## src/bome_alu.sv

```systemverilog
// shared constants and types for the branch/or/move execute block, and its result datapath.
// assumes the instruction decoder hands over an already decoded operation with its fields.
package bome_pkg;

  typedef enum logic [2:0] {
    OP_NONE,
    OP_UNCOND_BRANCH,
    OP_OR_LITERAL,
    OP_INCREMENT_FILE,
    OP_OR_FILE,
    OP_MOVE_FILE,
    OP_STORE_WORKING
  } bome_op_t;

  localparam int DATA_W      = 8;
  localparam int FADDR_W     = 7;
  localparam int LIT_W       = 11;
  localparam int PC_W        = 13;
  localparam int PC_LOW_W    = 11;
  localparam int LATCH_W     = 8;
  localparam int LATCH_LO    = 3;
  localparam int LATCH_HI    = 4;
  localparam int CNT_W       = 2;

  localparam logic             DEST_WORKING = 1'b0;
  localparam logic             DEST_FILE    = 1'b1;
  localparam logic [DATA_W-1:0] WORKING_RST = 8'h00;
  localparam logic             ZERO_RST     = 1'b0;
  localparam logic [PC_W-1:0]  PC_RST       = 13'h0000;
  localparam logic [DATA_W-1:0] DATA_ZERO   = 8'h00;
  localparam logic [DATA_W-1:0] DATA_ONE    = 8'h01;
  localparam logic [CNT_W-1:0] BRANCH_CYCLES = 2'h2;
  localparam logic [CNT_W-1:0] CNT_ONE       = 2'h1;
  localparam logic [CNT_W-1:0] CNT_RST       = 2'h0;

  // zero flag value for an 8-bit result
  function automatic logic is_zero(input logic [DATA_W-1:0] v);
    return (v == DATA_ZERO);
  endfunction

  // true for the operations that carry a destination-select bit
  function automatic logic has_dest(input bome_op_t op);
    return (op == OP_INCREMENT_FILE) || (op == OP_OR_FILE) || (op == OP_MOVE_FILE);
  endfunction

endpackage

module bome_alu (
  input  wire  bome_pkg::bome_op_t          op,        // decoded operation
  input  wire  logic [bome_pkg::DATA_W-1:0] working,   // working register value
  input  wire  logic [bome_pkg::DATA_W-1:0] file_val,  // addressed file register value
  input  wire  logic [bome_pkg::DATA_W-1:0] literal,   // 8-bit literal
  output logic       [bome_pkg::DATA_W-1:0] result,    // operation result
  output logic                              result_z,  // result equals zero
  output logic                              z_update   // operation affects the zero flag
);

  wire logic [bome_pkg::DATA_W-1:0] or_lit_val = working | literal;
  wire logic [bome_pkg::DATA_W-1:0] inc_val    = file_val + bome_pkg::DATA_ONE;
  wire logic [bome_pkg::DATA_W-1:0] or_f_val   = working | file_val;

  always_comb begin
    result   = bome_pkg::DATA_ZERO;
    z_update = 1'b0;
    case (op)
      bome_pkg::OP_OR_LITERAL: begin
        result   = or_lit_val;
        z_update = 1'b1;
      end
      bome_pkg::OP_INCREMENT_FILE: begin
        result   = inc_val;
        z_update = 1'b1;
      end
      bome_pkg::OP_OR_FILE: begin
        result   = or_f_val;
        z_update = 1'b1;
      end
      bome_pkg::OP_MOVE_FILE: begin
        result   = file_val;
        z_update = 1'b1;
      end
      bome_pkg::OP_STORE_WORKING: begin
        result   = working;
        z_update = 1'b0;
      end
      default: begin
        result   = bome_pkg::DATA_ZERO;
        z_update = 1'b0;
      end
    endcase
  end

  assign result_z = bome_pkg::is_zero(result);

endmodule

```

## src/bome_exec.sv

```systemverilog
// execute stage for the unconditional branch, or-literal, or-file, increment-file,
// move-file and store-working operations; owns the working register and zero flag.
// assumes a decoder that presents one decoded operation per cycle with valid/ready,
// and a register file with a combinational read port and a one-cycle write port.
module bome_exec (
  input  wire  logic                              mclk,            // core clock
  input  wire  logic                              reset,           // async reset, active high
  input  wire  logic                              instr_valid,     // decoded operation offered
  input  wire  bome_pkg::bome_op_t                instr_op,        // decoded operation
  input  wire  logic [bome_pkg::LIT_W-1:0]        instr_literal,   // immediate / literal field
  input  wire  logic [bome_pkg::FADDR_W-1:0]      instr_file_addr, // file register address
  input  wire  logic                              instr_dest_sel,  // 0 working, 1 file
  input  wire  logic [bome_pkg::LATCH_W-1:0]      pc_high_latch,   // program counter high latch
  input  wire  logic [bome_pkg::DATA_W-1:0]       file_rd_data,    // register file read data
  output logic                                    instr_ready,     // operation can be taken
  output logic       [bome_pkg::FADDR_W-1:0]      file_rd_addr,    // register file read address
  output logic                                    file_wr_en,      // register file write pulse
  output logic       [bome_pkg::FADDR_W-1:0]      file_wr_addr,    // register file write address
  output logic       [bome_pkg::DATA_W-1:0]       file_wr_data,    // register file write data
  output logic       [bome_pkg::DATA_W-1:0]       working,         // working register
  output logic                                    zero_flag,       // zero status flag
  output logic                                    zero_we,         // zero flag updated pulse
  output logic                                    pc_load,         // program counter load pulse
  output logic       [bome_pkg::PC_W-1:0]         program_counter, // branch target value
  output logic                                    instr_done,      // operation retired pulse
  output logic                                    op_unsupported   // unknown operation pulse
);

  typedef enum logic {
    ST_READY,
    ST_BRANCH_FILL
  } bome_state_t;

  bome_state_t state_q;
  bome_state_t state_d;

  logic [bome_pkg::CNT_W-1:0]   cnt_q;
  logic [bome_pkg::CNT_W-1:0]   cnt_d;
  logic [bome_pkg::DATA_W-1:0]  working_q;
  logic [bome_pkg::DATA_W-1:0]  working_d;
  logic                         zero_q;
  logic                         zero_d;
  logic                         zero_we_q;
  logic                         file_wr_en_q;
  logic [bome_pkg::FADDR_W-1:0] file_wr_addr_q;
  logic [bome_pkg::DATA_W-1:0]  file_wr_data_q;
  logic                         pc_load_q;
  logic [bome_pkg::PC_W-1:0]    pc_q;
  logic [bome_pkg::PC_W-1:0]    pc_d;
  logic                         done_q;
  logic                         done_d;
  logic                         unsup_q;

  logic [bome_pkg::DATA_W-1:0]  alu_result;
  logic                         alu_zero;
  logic                         alu_z_update;

  // handshake and operation decode
  wire logic accept       = instr_valid & instr_ready;
  wire logic op_branch    = (instr_op == bome_pkg::OP_UNCOND_BRANCH);
  wire logic op_or_lit    = (instr_op == bome_pkg::OP_OR_LITERAL);
  wire logic op_store_w   = (instr_op == bome_pkg::OP_STORE_WORKING);
  wire logic op_dest      = bome_pkg::has_dest(instr_op);
  wire logic op_known     = op_branch | op_or_lit | op_store_w | op_dest;
  wire logic dest_is_file = (instr_dest_sel == bome_pkg::DEST_FILE);
  wire logic dest_is_work = (instr_dest_sel == bome_pkg::DEST_WORKING);

  wire logic take_branch  = accept & op_branch;
  wire logic take_single  = accept & op_known & ~op_branch;
  wire logic take_unsup   = accept & ~op_known;

  // destination selection
  wire logic write_file   = accept & ((op_dest & dest_is_file) | op_store_w);
  wire logic write_work   = accept & ((op_dest & dest_is_work) | op_or_lit);
  wire logic write_zero   = accept & alu_z_update;

  // a write still in flight to the address being read is forwarded, since the
  // register file only holds it after the edge that follows
  wire logic fwd_hit = file_wr_en_q & (file_wr_addr_q == instr_file_addr);
  wire logic [bome_pkg::DATA_W-1:0] file_operand = fwd_hit ? file_wr_data_q : file_rd_data;

  // branch target
  wire logic [bome_pkg::PC_LOW_W-1:0] target_low  = instr_literal[bome_pkg::PC_LOW_W-1:0];
  wire logic [1:0]                    target_high =
    pc_high_latch[bome_pkg::LATCH_HI:bome_pkg::LATCH_LO];
  wire logic [bome_pkg::PC_W-1:0]     target      = {target_high, target_low};

  wire logic fill_last = (state_q == ST_BRANCH_FILL) & (cnt_q == bome_pkg::CNT_ONE);

  bome_alu u_alu (
    .op       (instr_op),
    .working  (working_q),
    .file_val (file_operand),
    .literal  (instr_literal[bome_pkg::DATA_W-1:0]),
    .result   (alu_result),
    .result_z (alu_zero),
    .z_update (alu_z_update)
  );

  // sequencing: a branch holds off the next operation for its second cycle
  always_comb begin
    state_d = state_q;
    cnt_d   = cnt_q;
    case (state_q)
      ST_READY: begin
        if (take_branch) begin
          state_d = ST_BRANCH_FILL;
          cnt_d   = bome_pkg::BRANCH_CYCLES - bome_pkg::CNT_ONE;
        end
      end
      ST_BRANCH_FILL: begin
        if (cnt_q == bome_pkg::CNT_ONE) begin
          state_d = ST_READY;
          cnt_d   = bome_pkg::CNT_RST;
        end else begin
          cnt_d   = cnt_q - bome_pkg::CNT_ONE;
        end
      end
      default: begin
        state_d = ST_READY;
        cnt_d   = bome_pkg::CNT_RST;
      end
    endcase
  end

  assign instr_ready = (state_q == ST_READY);

  // next values of architectural state
  assign working_d = write_work ? alu_result : working_q;
  assign zero_d    = write_zero ? alu_zero : zero_q;
  assign pc_d      = take_branch ? target : pc_q;
  assign done_d    = take_single | take_unsup | fill_last;

  always_ff @(posedge mclk or posedge reset) begin
    if (reset) begin
      state_q <= ST_READY;
      cnt_q   <= bome_pkg::CNT_RST;
    end else begin
      state_q <= state_d;
      cnt_q   <= cnt_d;
    end
  end

  always_ff @(posedge mclk or posedge reset) begin
    if (reset) begin
      working_q <= bome_pkg::WORKING_RST;
      zero_q    <= bome_pkg::ZERO_RST;
      zero_we_q <= 1'b0;
    end else begin
      working_q <= working_d;
      zero_q    <= zero_d;
      zero_we_q <= write_zero;
    end
  end

  always_ff @(posedge mclk or posedge reset) begin
    if (reset) begin
      file_wr_en_q   <= 1'b0;
      file_wr_addr_q <= {bome_pkg::FADDR_W{1'b0}};
      file_wr_data_q <= bome_pkg::DATA_ZERO;
    end else begin
      file_wr_en_q   <= write_file;
      file_wr_addr_q <= instr_file_addr;
      file_wr_data_q <= alu_result;
    end
  end

  always_ff @(posedge mclk or posedge reset) begin
    if (reset) begin
      pc_load_q <= 1'b0;
      pc_q      <= bome_pkg::PC_RST;
    end else begin
      pc_load_q <= take_branch;
      pc_q      <= pc_d;
    end
  end

  always_ff @(posedge mclk or posedge reset) begin
    if (reset) begin
      done_q  <= 1'b0;
      unsup_q <= 1'b0;
    end else begin
      done_q  <= done_d;
      unsup_q <= take_unsup;
    end
  end

  assign file_rd_addr    = instr_file_addr;
  assign file_wr_en      = file_wr_en_q;
  assign file_wr_addr    = file_wr_addr_q;
  assign file_wr_data    = file_wr_data_q;
  assign working         = working_q;
  assign zero_flag       = zero_q;
  assign zero_we         = zero_we_q;
  assign pc_load         = pc_load_q;
  assign program_counter = pc_q;
  assign instr_done      = done_q;
  assign op_unsupported  = unsup_q;

endmodule

```

## config.mk

```make
export PLATFORM = sky130hd
export DESIGN_NAME = bome_exec
export DESIGN_NICKNAME = d
export VERILOG_FILES = /design/src/bome_alu.sv /design/src/bome_exec.sv
export SDC_FILE = /design/constraint.sdc
export NUM_CORES = 1
export LEC_CHECK = 0
export BUFFER_PORTS_ARGS = -buffer_cell sky130_fd_sc_hd__buf_2
export CELL_PAD_IN_SITES_DETAIL_PLACEMENT = 2
export CELL_PAD_IN_SITES_GLOBAL_PLACEMENT = 2
export CORE_ASPECT_RATIO = 0.5
export CORE_MARGIN = 2
export CORE_UTILIZATION = 28
export CTS_CLUSTER_SIZE = 16
export DETAILED_ROUTE_END_ITERATION = 12
export PLACE_DENSITY_LB_ADDON = 0.1
export SLEW_MARGIN = 20
export SYNTH_ARGS = -nofsm -noshare
export SYNTH_HDL_FRONTEND = slang
export SYNTH_SLANG_ARGS = --single-unit
```

## constraint.sdc

```tcl
create_clock -name mclk -period 3.1 [get_ports mclk]
set_input_delay 0.465 -clock mclk [delete_from_list [all_inputs] [get_ports mclk]]
set_output_delay 0.465 -clock mclk [all_outputs]
set_load 0.005 [all_outputs]
```

==> results.cfg, run 1 <==
[sta]
rsz_0062_raised_after_global_routing = false
final.period_utilization_pct = 83.7
min_period_ns = 2.59
fin_tns_setup_ns = 0
slew_headroom_pct = 45.6
hold_ws_ns = 0.299
timing.final.hold_violations = 0
skew_ns = 0.00460
fmaxAchievable_mhz = 386
worst-slew-pin-transition_ns = 0.815
timing.final.ws_setup_ns = 0.506
final-setup-viol-count = 0
finalMaxSlewViolations = 0

[drt]
routed-via-count = 1979
via_per_inst = 4.60
tritonroute_pass_1_iters = 2
first_iter_violations = 63
postRouteAntennaNets = 0
post-route-drc-count = 0
post_drt_wl_per_cell_um = 16.9
drt_wl_total_um = 7260

[logic_synthesis]
ys_warnings = 0
synthArstFlopShare_pct = 100
top_flip_flop_cell_by_instance_count_after_synthesis = sky130_fd_sc_hd__dfrtp_1
synth_fp_nets = 279
synth-edff-count = 0
ys_types = 42
synth_seq_cells = 45
synth_seq_area_share_pct = 48.4
post_synth_inst_count = 237
synth_area_um2 = 2330
post_synth.cell_area_avg_um2 = 9.82

[placement]
placement.io_buffers = 84
placement.cell_area_um2 = 2820
preCtsSetupSlack_ns = 0.246
globalplace.congestion = 0.759
place.detailed.hpwl_um = 5500
post-place-cells = 422

[floorplanning]
start_util_pct = 29.0
placeableCoreArea_um2 = 8030
die_w_um = 133
die_h_um = 68.5
fp.dieArea_um2 = 9110
io_pins = 91
placementRows = 23

[critical_path]
timing.critical_path.cells = xnor2_1 > nand4_2 > nor2_8 > mux2i_1 > o221ai_1 > or4_1 > o41ai_2
critical_path.max_fanout = 17
reg2reg_from = file_wr_addr[0]
setup_crit_end_kind = flop
rr_worst_depth = 7
critPathRequiredTime_ns = 3.30
critPathSlowestCell = sky130_fd_sc_hd__or4_1
r2r_setup_slack_ns = 0.51
timing.critical_path.from_type = flop
timing.critical_path.slowest_cell_delay_ns = 0.57
critPathArrivalTime_ns = 2.79
combined_buffer_and_inverter_count_along_the_critical_path = 0
critical_path_class = flop to flop
timing.critical_path.max_delay_family = simple AND/OR/NAND/NOR gates
critical_path_cell_count = 7
reg2reg_to = zero_flag

[clock_tree]
tritoncts.num_buffers = 5
clk_path_buf_depth = 2
holdBufCountCts = 0
clk_latency_ns = 0.29
tritoncts = done
tritoncts_num_sinks = 45
cts.reportedPaths.clkPinSlew_ns = 0.07
cts_resized = 0
cts_setup_buffers = 0
root_buffer_cell = sky130_fd_sc_hd__clkbuf_16
htree_levels = 2

[global_routing]
grt_overflow = 0
first_global_vias = 2100
grt_first_pass_wirelength_um = 11400
grt_antenna_before_repair = 0
pin_count_of_the_biggest_net_entering_global_routing = 46
grt_util_all_layers_pct = 16.6

[finish]
relative_area_change_from_synthesis_to_final_layout_pct = 27.9
finalNetCount = 359
stdcell_area_um2 = 2980
final_common_cell = sky130_fd_sc_hd__buf_2
most-common-layout-cells = sky130_fd_sc_hd__buf_2, sky130_fd_sc_hd__nand2_1, sky130_fd_sc_hd__dfrtp_1
layout.cells.non_filler = 430
insertedDiodeCount = 0
drive_above_1_share_pct = 35.5
num-fill-cells = 920

[power_and_ir_drop]
p_seq_share_pct = 43.8
intPower_mw = 1.27
switching_share_pct = 31.6
power.share.combinational_pct = 26.3
peakVddDrop_mv = 0.193
clock_power_share_pct = 29.8
power.leakage_nw = 1.47
power.density_nw_per_um2 = 625
p_switching_uw = 587

[worst_hold_path]
hold_path_class = primary input to async pin

[flow_run]
drv.max_cap_violation_count = 0

[status]
status = completed
## stage by stage
stage / util [%] / total power [mW]
5_1_grt: 37.1 / 2.00
2_1_floorplan: - / 1.07
3_3_place_gp: 35.2 / 1.30
6_report: 37.1 / 1.86
3_5_place_dp: 35.2 / 1.33
4_1_cts: 37.1 / 1.90
## layout make-up
class                      instances  area (um2)  share of cell area [%]
timing repair buffer              87         443                    14.9
inverter                           6        23.8                   0.798
sequential                        45        1130                    37.8
tap                              112         140                    4.71
clock buffer                       6         139                    4.66
clock inverter                     2        13.8                   0.462
multi-input combinational        172        1090                    36.7
## sequential cells by signal (all words and copies together), names as in the netlist
name / count
cnt_q: 2
file_wr_addr: 7
file_wr_data: 8
file_wr_en: 1
instr_done: 1
op_unsupported: 1
pc_load: 1
program_counter: 13
state_q: 1
working: 8
zero_flag: 1
zero_we: 1
## power by group through the flow
stage	registers, mW	clock network [mW]	logic (mW)
2_1_floorplan	0.824	0	0.241
3_3_place_gp	0.818	0	0.480
3_5_place_dp	0.827	0	0.500
4_1_cts	0.818	0.584	0.502
5_1_grt	0.838	0.605	0.552
6_report	0.815	0.555	0.490
## how the worst max path moves through the flow
stage,start,to,slack (ns)
final,file_wr_addr[0],zero_flag,0.51
after global routing,file_wr_addr[5],zero_flag,0.37
after CTS,file_wr_addr[0],zero_flag,0.46
after detailed placement,instr_file_addr[0],zero_flag,0.25
after global placement,instr_file_addr[5],zero_flag,0.28
after floorplan,instr_file_addr[6],zero_flag,0.68
## routing by layer
| metal | vias to the layer above | wire [um] | track usage [%] | share of wire [%] |
|---|---|---|---|---|
| met1 | 967 | 3580 | 21.9 | 49 |
| met3 | 4 | 470 | 5.56 | 6.5 |
| met5 | - | 0 | 0 | 0 |
| met4 | 0 | 27 | 2.82 | 0.37 |
| li1 | 956 | - | - | - |
| met2 | 52 | 3190 | 27.4 | 44 |
## cell usage after synthesis (all sizes together) (3+ instances only)
| master | count | share of area [%] |
|---|---|---|
| nand2 | 59 | 9.6 |
| dfrtp | 45 | 48 |
| nor2 | 17 | 3.4 |
| xnor2 | 13 | 4.9 |
| a21oi | 12 | 2.6 |
| mux2 | 12 | 6.0 |
| mux2i | 10 | 4.3 |
| buf | 9 | 3.0 |
| inv | 6 | 0.97 |
| nand3 | 6 | 1.3 |
| xor2 | 6 | 2.3 |
| clkbuf | 5 | 0.81 |
| o21ai | 5 | 1.1 |
| nand4 | 4 | 1.6 |
| nor3 | 4 | 0.86 |
| a21o | 3 | 0.97 |
| o221ai | 3 | 1.1 |
## cells by family after synthesis
group / count (synthesis) / synth area share, %
buffers and inverters: 20 / 4.73
AO/OA/AOI/OAI: 30 / 8.97
XOR/XNOR: 19 / 7.15
multiplexers: 22 / 10.3
adder cells (fa/ha/maj): 1 / 0.537
flip-flops: 45 / 48.4
AND/OR/NAND/NOR: 100 / 20.0
(Power assumes the default switching activity.)
==> inputs of run 2 (changes only) <==
--- a/config.mk
+++ b/config.mk
@@ -10,7 +10,7 @@
 export CELL_PAD_IN_SITES_GLOBAL_PLACEMENT = 2
 export CORE_ASPECT_RATIO = 0.5
 export CORE_MARGIN = 2
-export CORE_UTILIZATION = 28
+export CORE_UTILIZATION = 26
 export CTS_CLUSTER_SIZE = 16
 export DETAILED_ROUTE_END_ITERATION = 12
 export PLACE_DENSITY_LB_ADDON = 0.1
==> constraint.sdc (replaced) <==
create_clock -name mclk -period 2.1 [get_ports mclk]
set_input_delay 0.315 -clock mclk [delete_from_list [all_inputs] [get_ports mclk]]
set_output_delay 0.315 -clock mclk [all_outputs]
set_load 0.005 [all_outputs]
==> results.cfg, run 2 (synthesized netlist as in run 1, its figures left out) <==
[power_and_ir_drop]
power.share.combinational_pct = 29.5
intPower_mw = 2.08
report.power.total_mw = 3.02
p_seq_share_pct = 39.9
clock_power_share_pct = 30.5
p_switching_uw = 939
power.density_nw_per_um2 = 856
power.leakage_nw = 1.75
switching_share_pct = 31.1
peakVddDrop_mv = 0.313

[status]
violations = negative setup slack
status = finished, violations left

[floorplanning]
die_h_um = 70.9
placeableCoreArea_um2 = 8710
placementRows = 24
fp.dieArea_um2 = 9770
io_pins = 91
die_w_um = 138
start_util_pct = 26.7

[clock_tree]
cts.reportedPaths.clkPinSlew_ns = 0.07
tritoncts = done
clk_path_buf_depth = 2
tritoncts.num_buffers = 5
htree_levels = 2
tritoncts_num_sinks = 45
root_buffer_cell = sky130_fd_sc_hd__clkbuf_16
clk_latency_ns = 0.29

[drt]
post-route-drc-count = 0
routed-via-count = 2194
via_per_inst = 4.61
postRouteAntennaNets = 0
first_iter_violations = 93
drt_wl_total_um = 8500
post_drt_wl_per_cell_um = 17.9
tritonroute_pass_1_iters = 4

[sta]
final.period_utilization_pct = 119
rsz_0062_raised_after_global_routing = true
timing.final.hold_violations = 0
slew_headroom_pct = 61.7
min_period_ns = 2.51
worst-slew-pin-transition_ns = 0.573
finalMaxSlewViolations = 0
hold_ws_ns = 0.0543
final-setup-viol-count = 7
fmaxAchievable_mhz = 399
timing.final.ws_setup_ns = -0.409
fin_tns_setup_ns = -1.13
skew_ns = 0.00582

[global_routing]
global_route.peak_usage_layer = met2
use_met2_pct = 29.6
grt_antenna_before_repair = 0
pin_count_of_the_biggest_net_entering_global_routing = 25
globalRouteMet3Util_pct = 3.23
first_global_vias = 2445
met1_usage_pct = 25.4
grt_util_all_layers_pct = 18.0
grt_overflow = 0
grt_first_pass_wirelength_um = 13400

[critical_path]
timing.critical_path.slowest_cell_delay_ns = 0.55
setup_crit_end_kind = flop
critPathSlowestCell = sky130_fd_sc_hd__or4_1
critical_path.max_fanout = 6
timing.critical_path.cells = xnor2_2 > nand4_4 > buf_12 > nor2_4 > mux2i_1 > o211ai_1 > or4_1 > o41ai_2
timing.critical_path.max_delay_family = simple AND/OR/NAND/NOR gates
timing.critical_path.from_type = flop
critPathArrivalTime_ns = 2.68
reg2reg_to = zero_flag
rr_worst_depth = 8
combined_buffer_and_inverter_count_along_the_critical_path = 1
critPathRequiredTime_ns = 2.27
r2r_setup_slack_ns = -0.41
reg2reg_from = file_wr_addr[3]
critical_path_class = flop to flop

[finish]
max_ffs_per_register = 13
most-common-layout-cells = sky130_fd_sc_hd__buf_2, sky130_fd_sc_hd__nand2_1, sky130_fd_sc_hd__dfrtp_1
stdcell_area_um2 = 3520
num-fill-cells = 957
finalNetCount = 400
final_common_cell = sky130_fd_sc_hd__buf_2
multi_input_area_um2 = 1260
relative_area_change_from_synthesis_to_final_layout_pct = 51.3
drive_above_1_share_pct = 47.9
regArea_um2 = 1130
insertedDiodeCount = 0

[flow_run]
drv.max_cap_violation_count = 0

[placement]
placement.io_buffers = 84
globalplace.congestion = 0.797
placement.cell_area_um2 = 3080
place.detailed.hpwl_um = 6200

[worst_hold_path]
hold_path_class = primary input to async pin
run 2: worst max-delay path by stage:
| stage | startpoint | to | slack (ns) | cells after the start |
|---|---|---|---|---|
| finish | file_wr_addr[3] | zero_flag | -0.41 | 8 |
| global route | file_wr_addr[2] | zero_flag | -0.50 | 8 |
| CTS | file_wr_addr[3] | zero_flag | -0.33 | 7 |
| detailed placement | instr_file_addr[3] | working[4] | -0.44 | 9 |
| global placement | instr_file_addr[6] | working[4] | -0.38 | 9 |
| floorplan | file_wr_addr[1] | zero_flag | -0.21 | 8 |
run 2: stage by stage:
| step | setup WS [ns] | cells | util [%] |
|---|---|---|---|
| floorplan | -0.212 | 237 | - |
| finish | -0.409 | 476 | 40.4 |
| global route | -0.501 | 476 | 40.4 |
| global placement | -0.379 | 459 | 35.4 |
| CTS | -0.328 | 470 | 38.9 |
| detailed placement | -0.443 | 459 | 35.4 |
run 2: power groups by stage:
stage / Clock [mW] / Sequential [mW] / Combinational [mW]
2_1_floorplan: 0 / 1.22 / 0.356
3_3_place_gp: 0 / 1.20 / 0.788
3_5_place_dp: 0 / 1.22 / 0.824
4_1_cts: 0.940 / 1.20 / 0.865
5_1_grt: 0.987 / 1.24 / 0.994
6_report: 0.921 / 1.20 / 0.891
run 2: timing repair:
item | in CTS | in global routing
gates cloned | 1 | 0
gates resized for setup | 17 | 10
buffers inserted | 2 | 7
pin swaps | 2 | 5
hold buffers | 0 | 0
endpoints found under the setup margin | 5 | 10
run 2: area by class of cell:
type                            instances  share of cell area, %
Multi-Input combinational cell        173                   35.7
Sequential cell                        45                   32.0
Timing Repair Buffer                  127                   22.6
Tap cell                              117                   4.16
Clock buffer                            5                   3.55
Clock inverter                          3                   1.31
Inverter                                6                  0.639
run 2: worst reg2reg max path: stages, from the launching register on:
cell and delay [ns]:
sky130_fd_sc_hd__dfrtp_1 0.41, sky130_fd_sc_hd__xnor2_2 0.19, sky130_fd_sc_hd__nand4_4 0.19, sky130_fd_sc_hd__buf_12 0.18, sky130_fd_sc_hd__nor2_4 0.23, sky130_fd_sc_hd__mux2i_1 0.26, sky130_fd_sc_hd__o211ai_1 0.13, sky130_fd_sc_hd__or4_1 0.55
sky130_fd_sc_hd__o41ai_2 0.25
run 2: metal layers:
layer  part of all wire [%]  vias to the layer above  wire length (um)
met5                      0                        -                 0
met4                   0.67                        0                57
met1                     48                     1102              4100
met3                    3.8                        4               324
li1                       -                     1039                 -
met2                     47                       49              4020
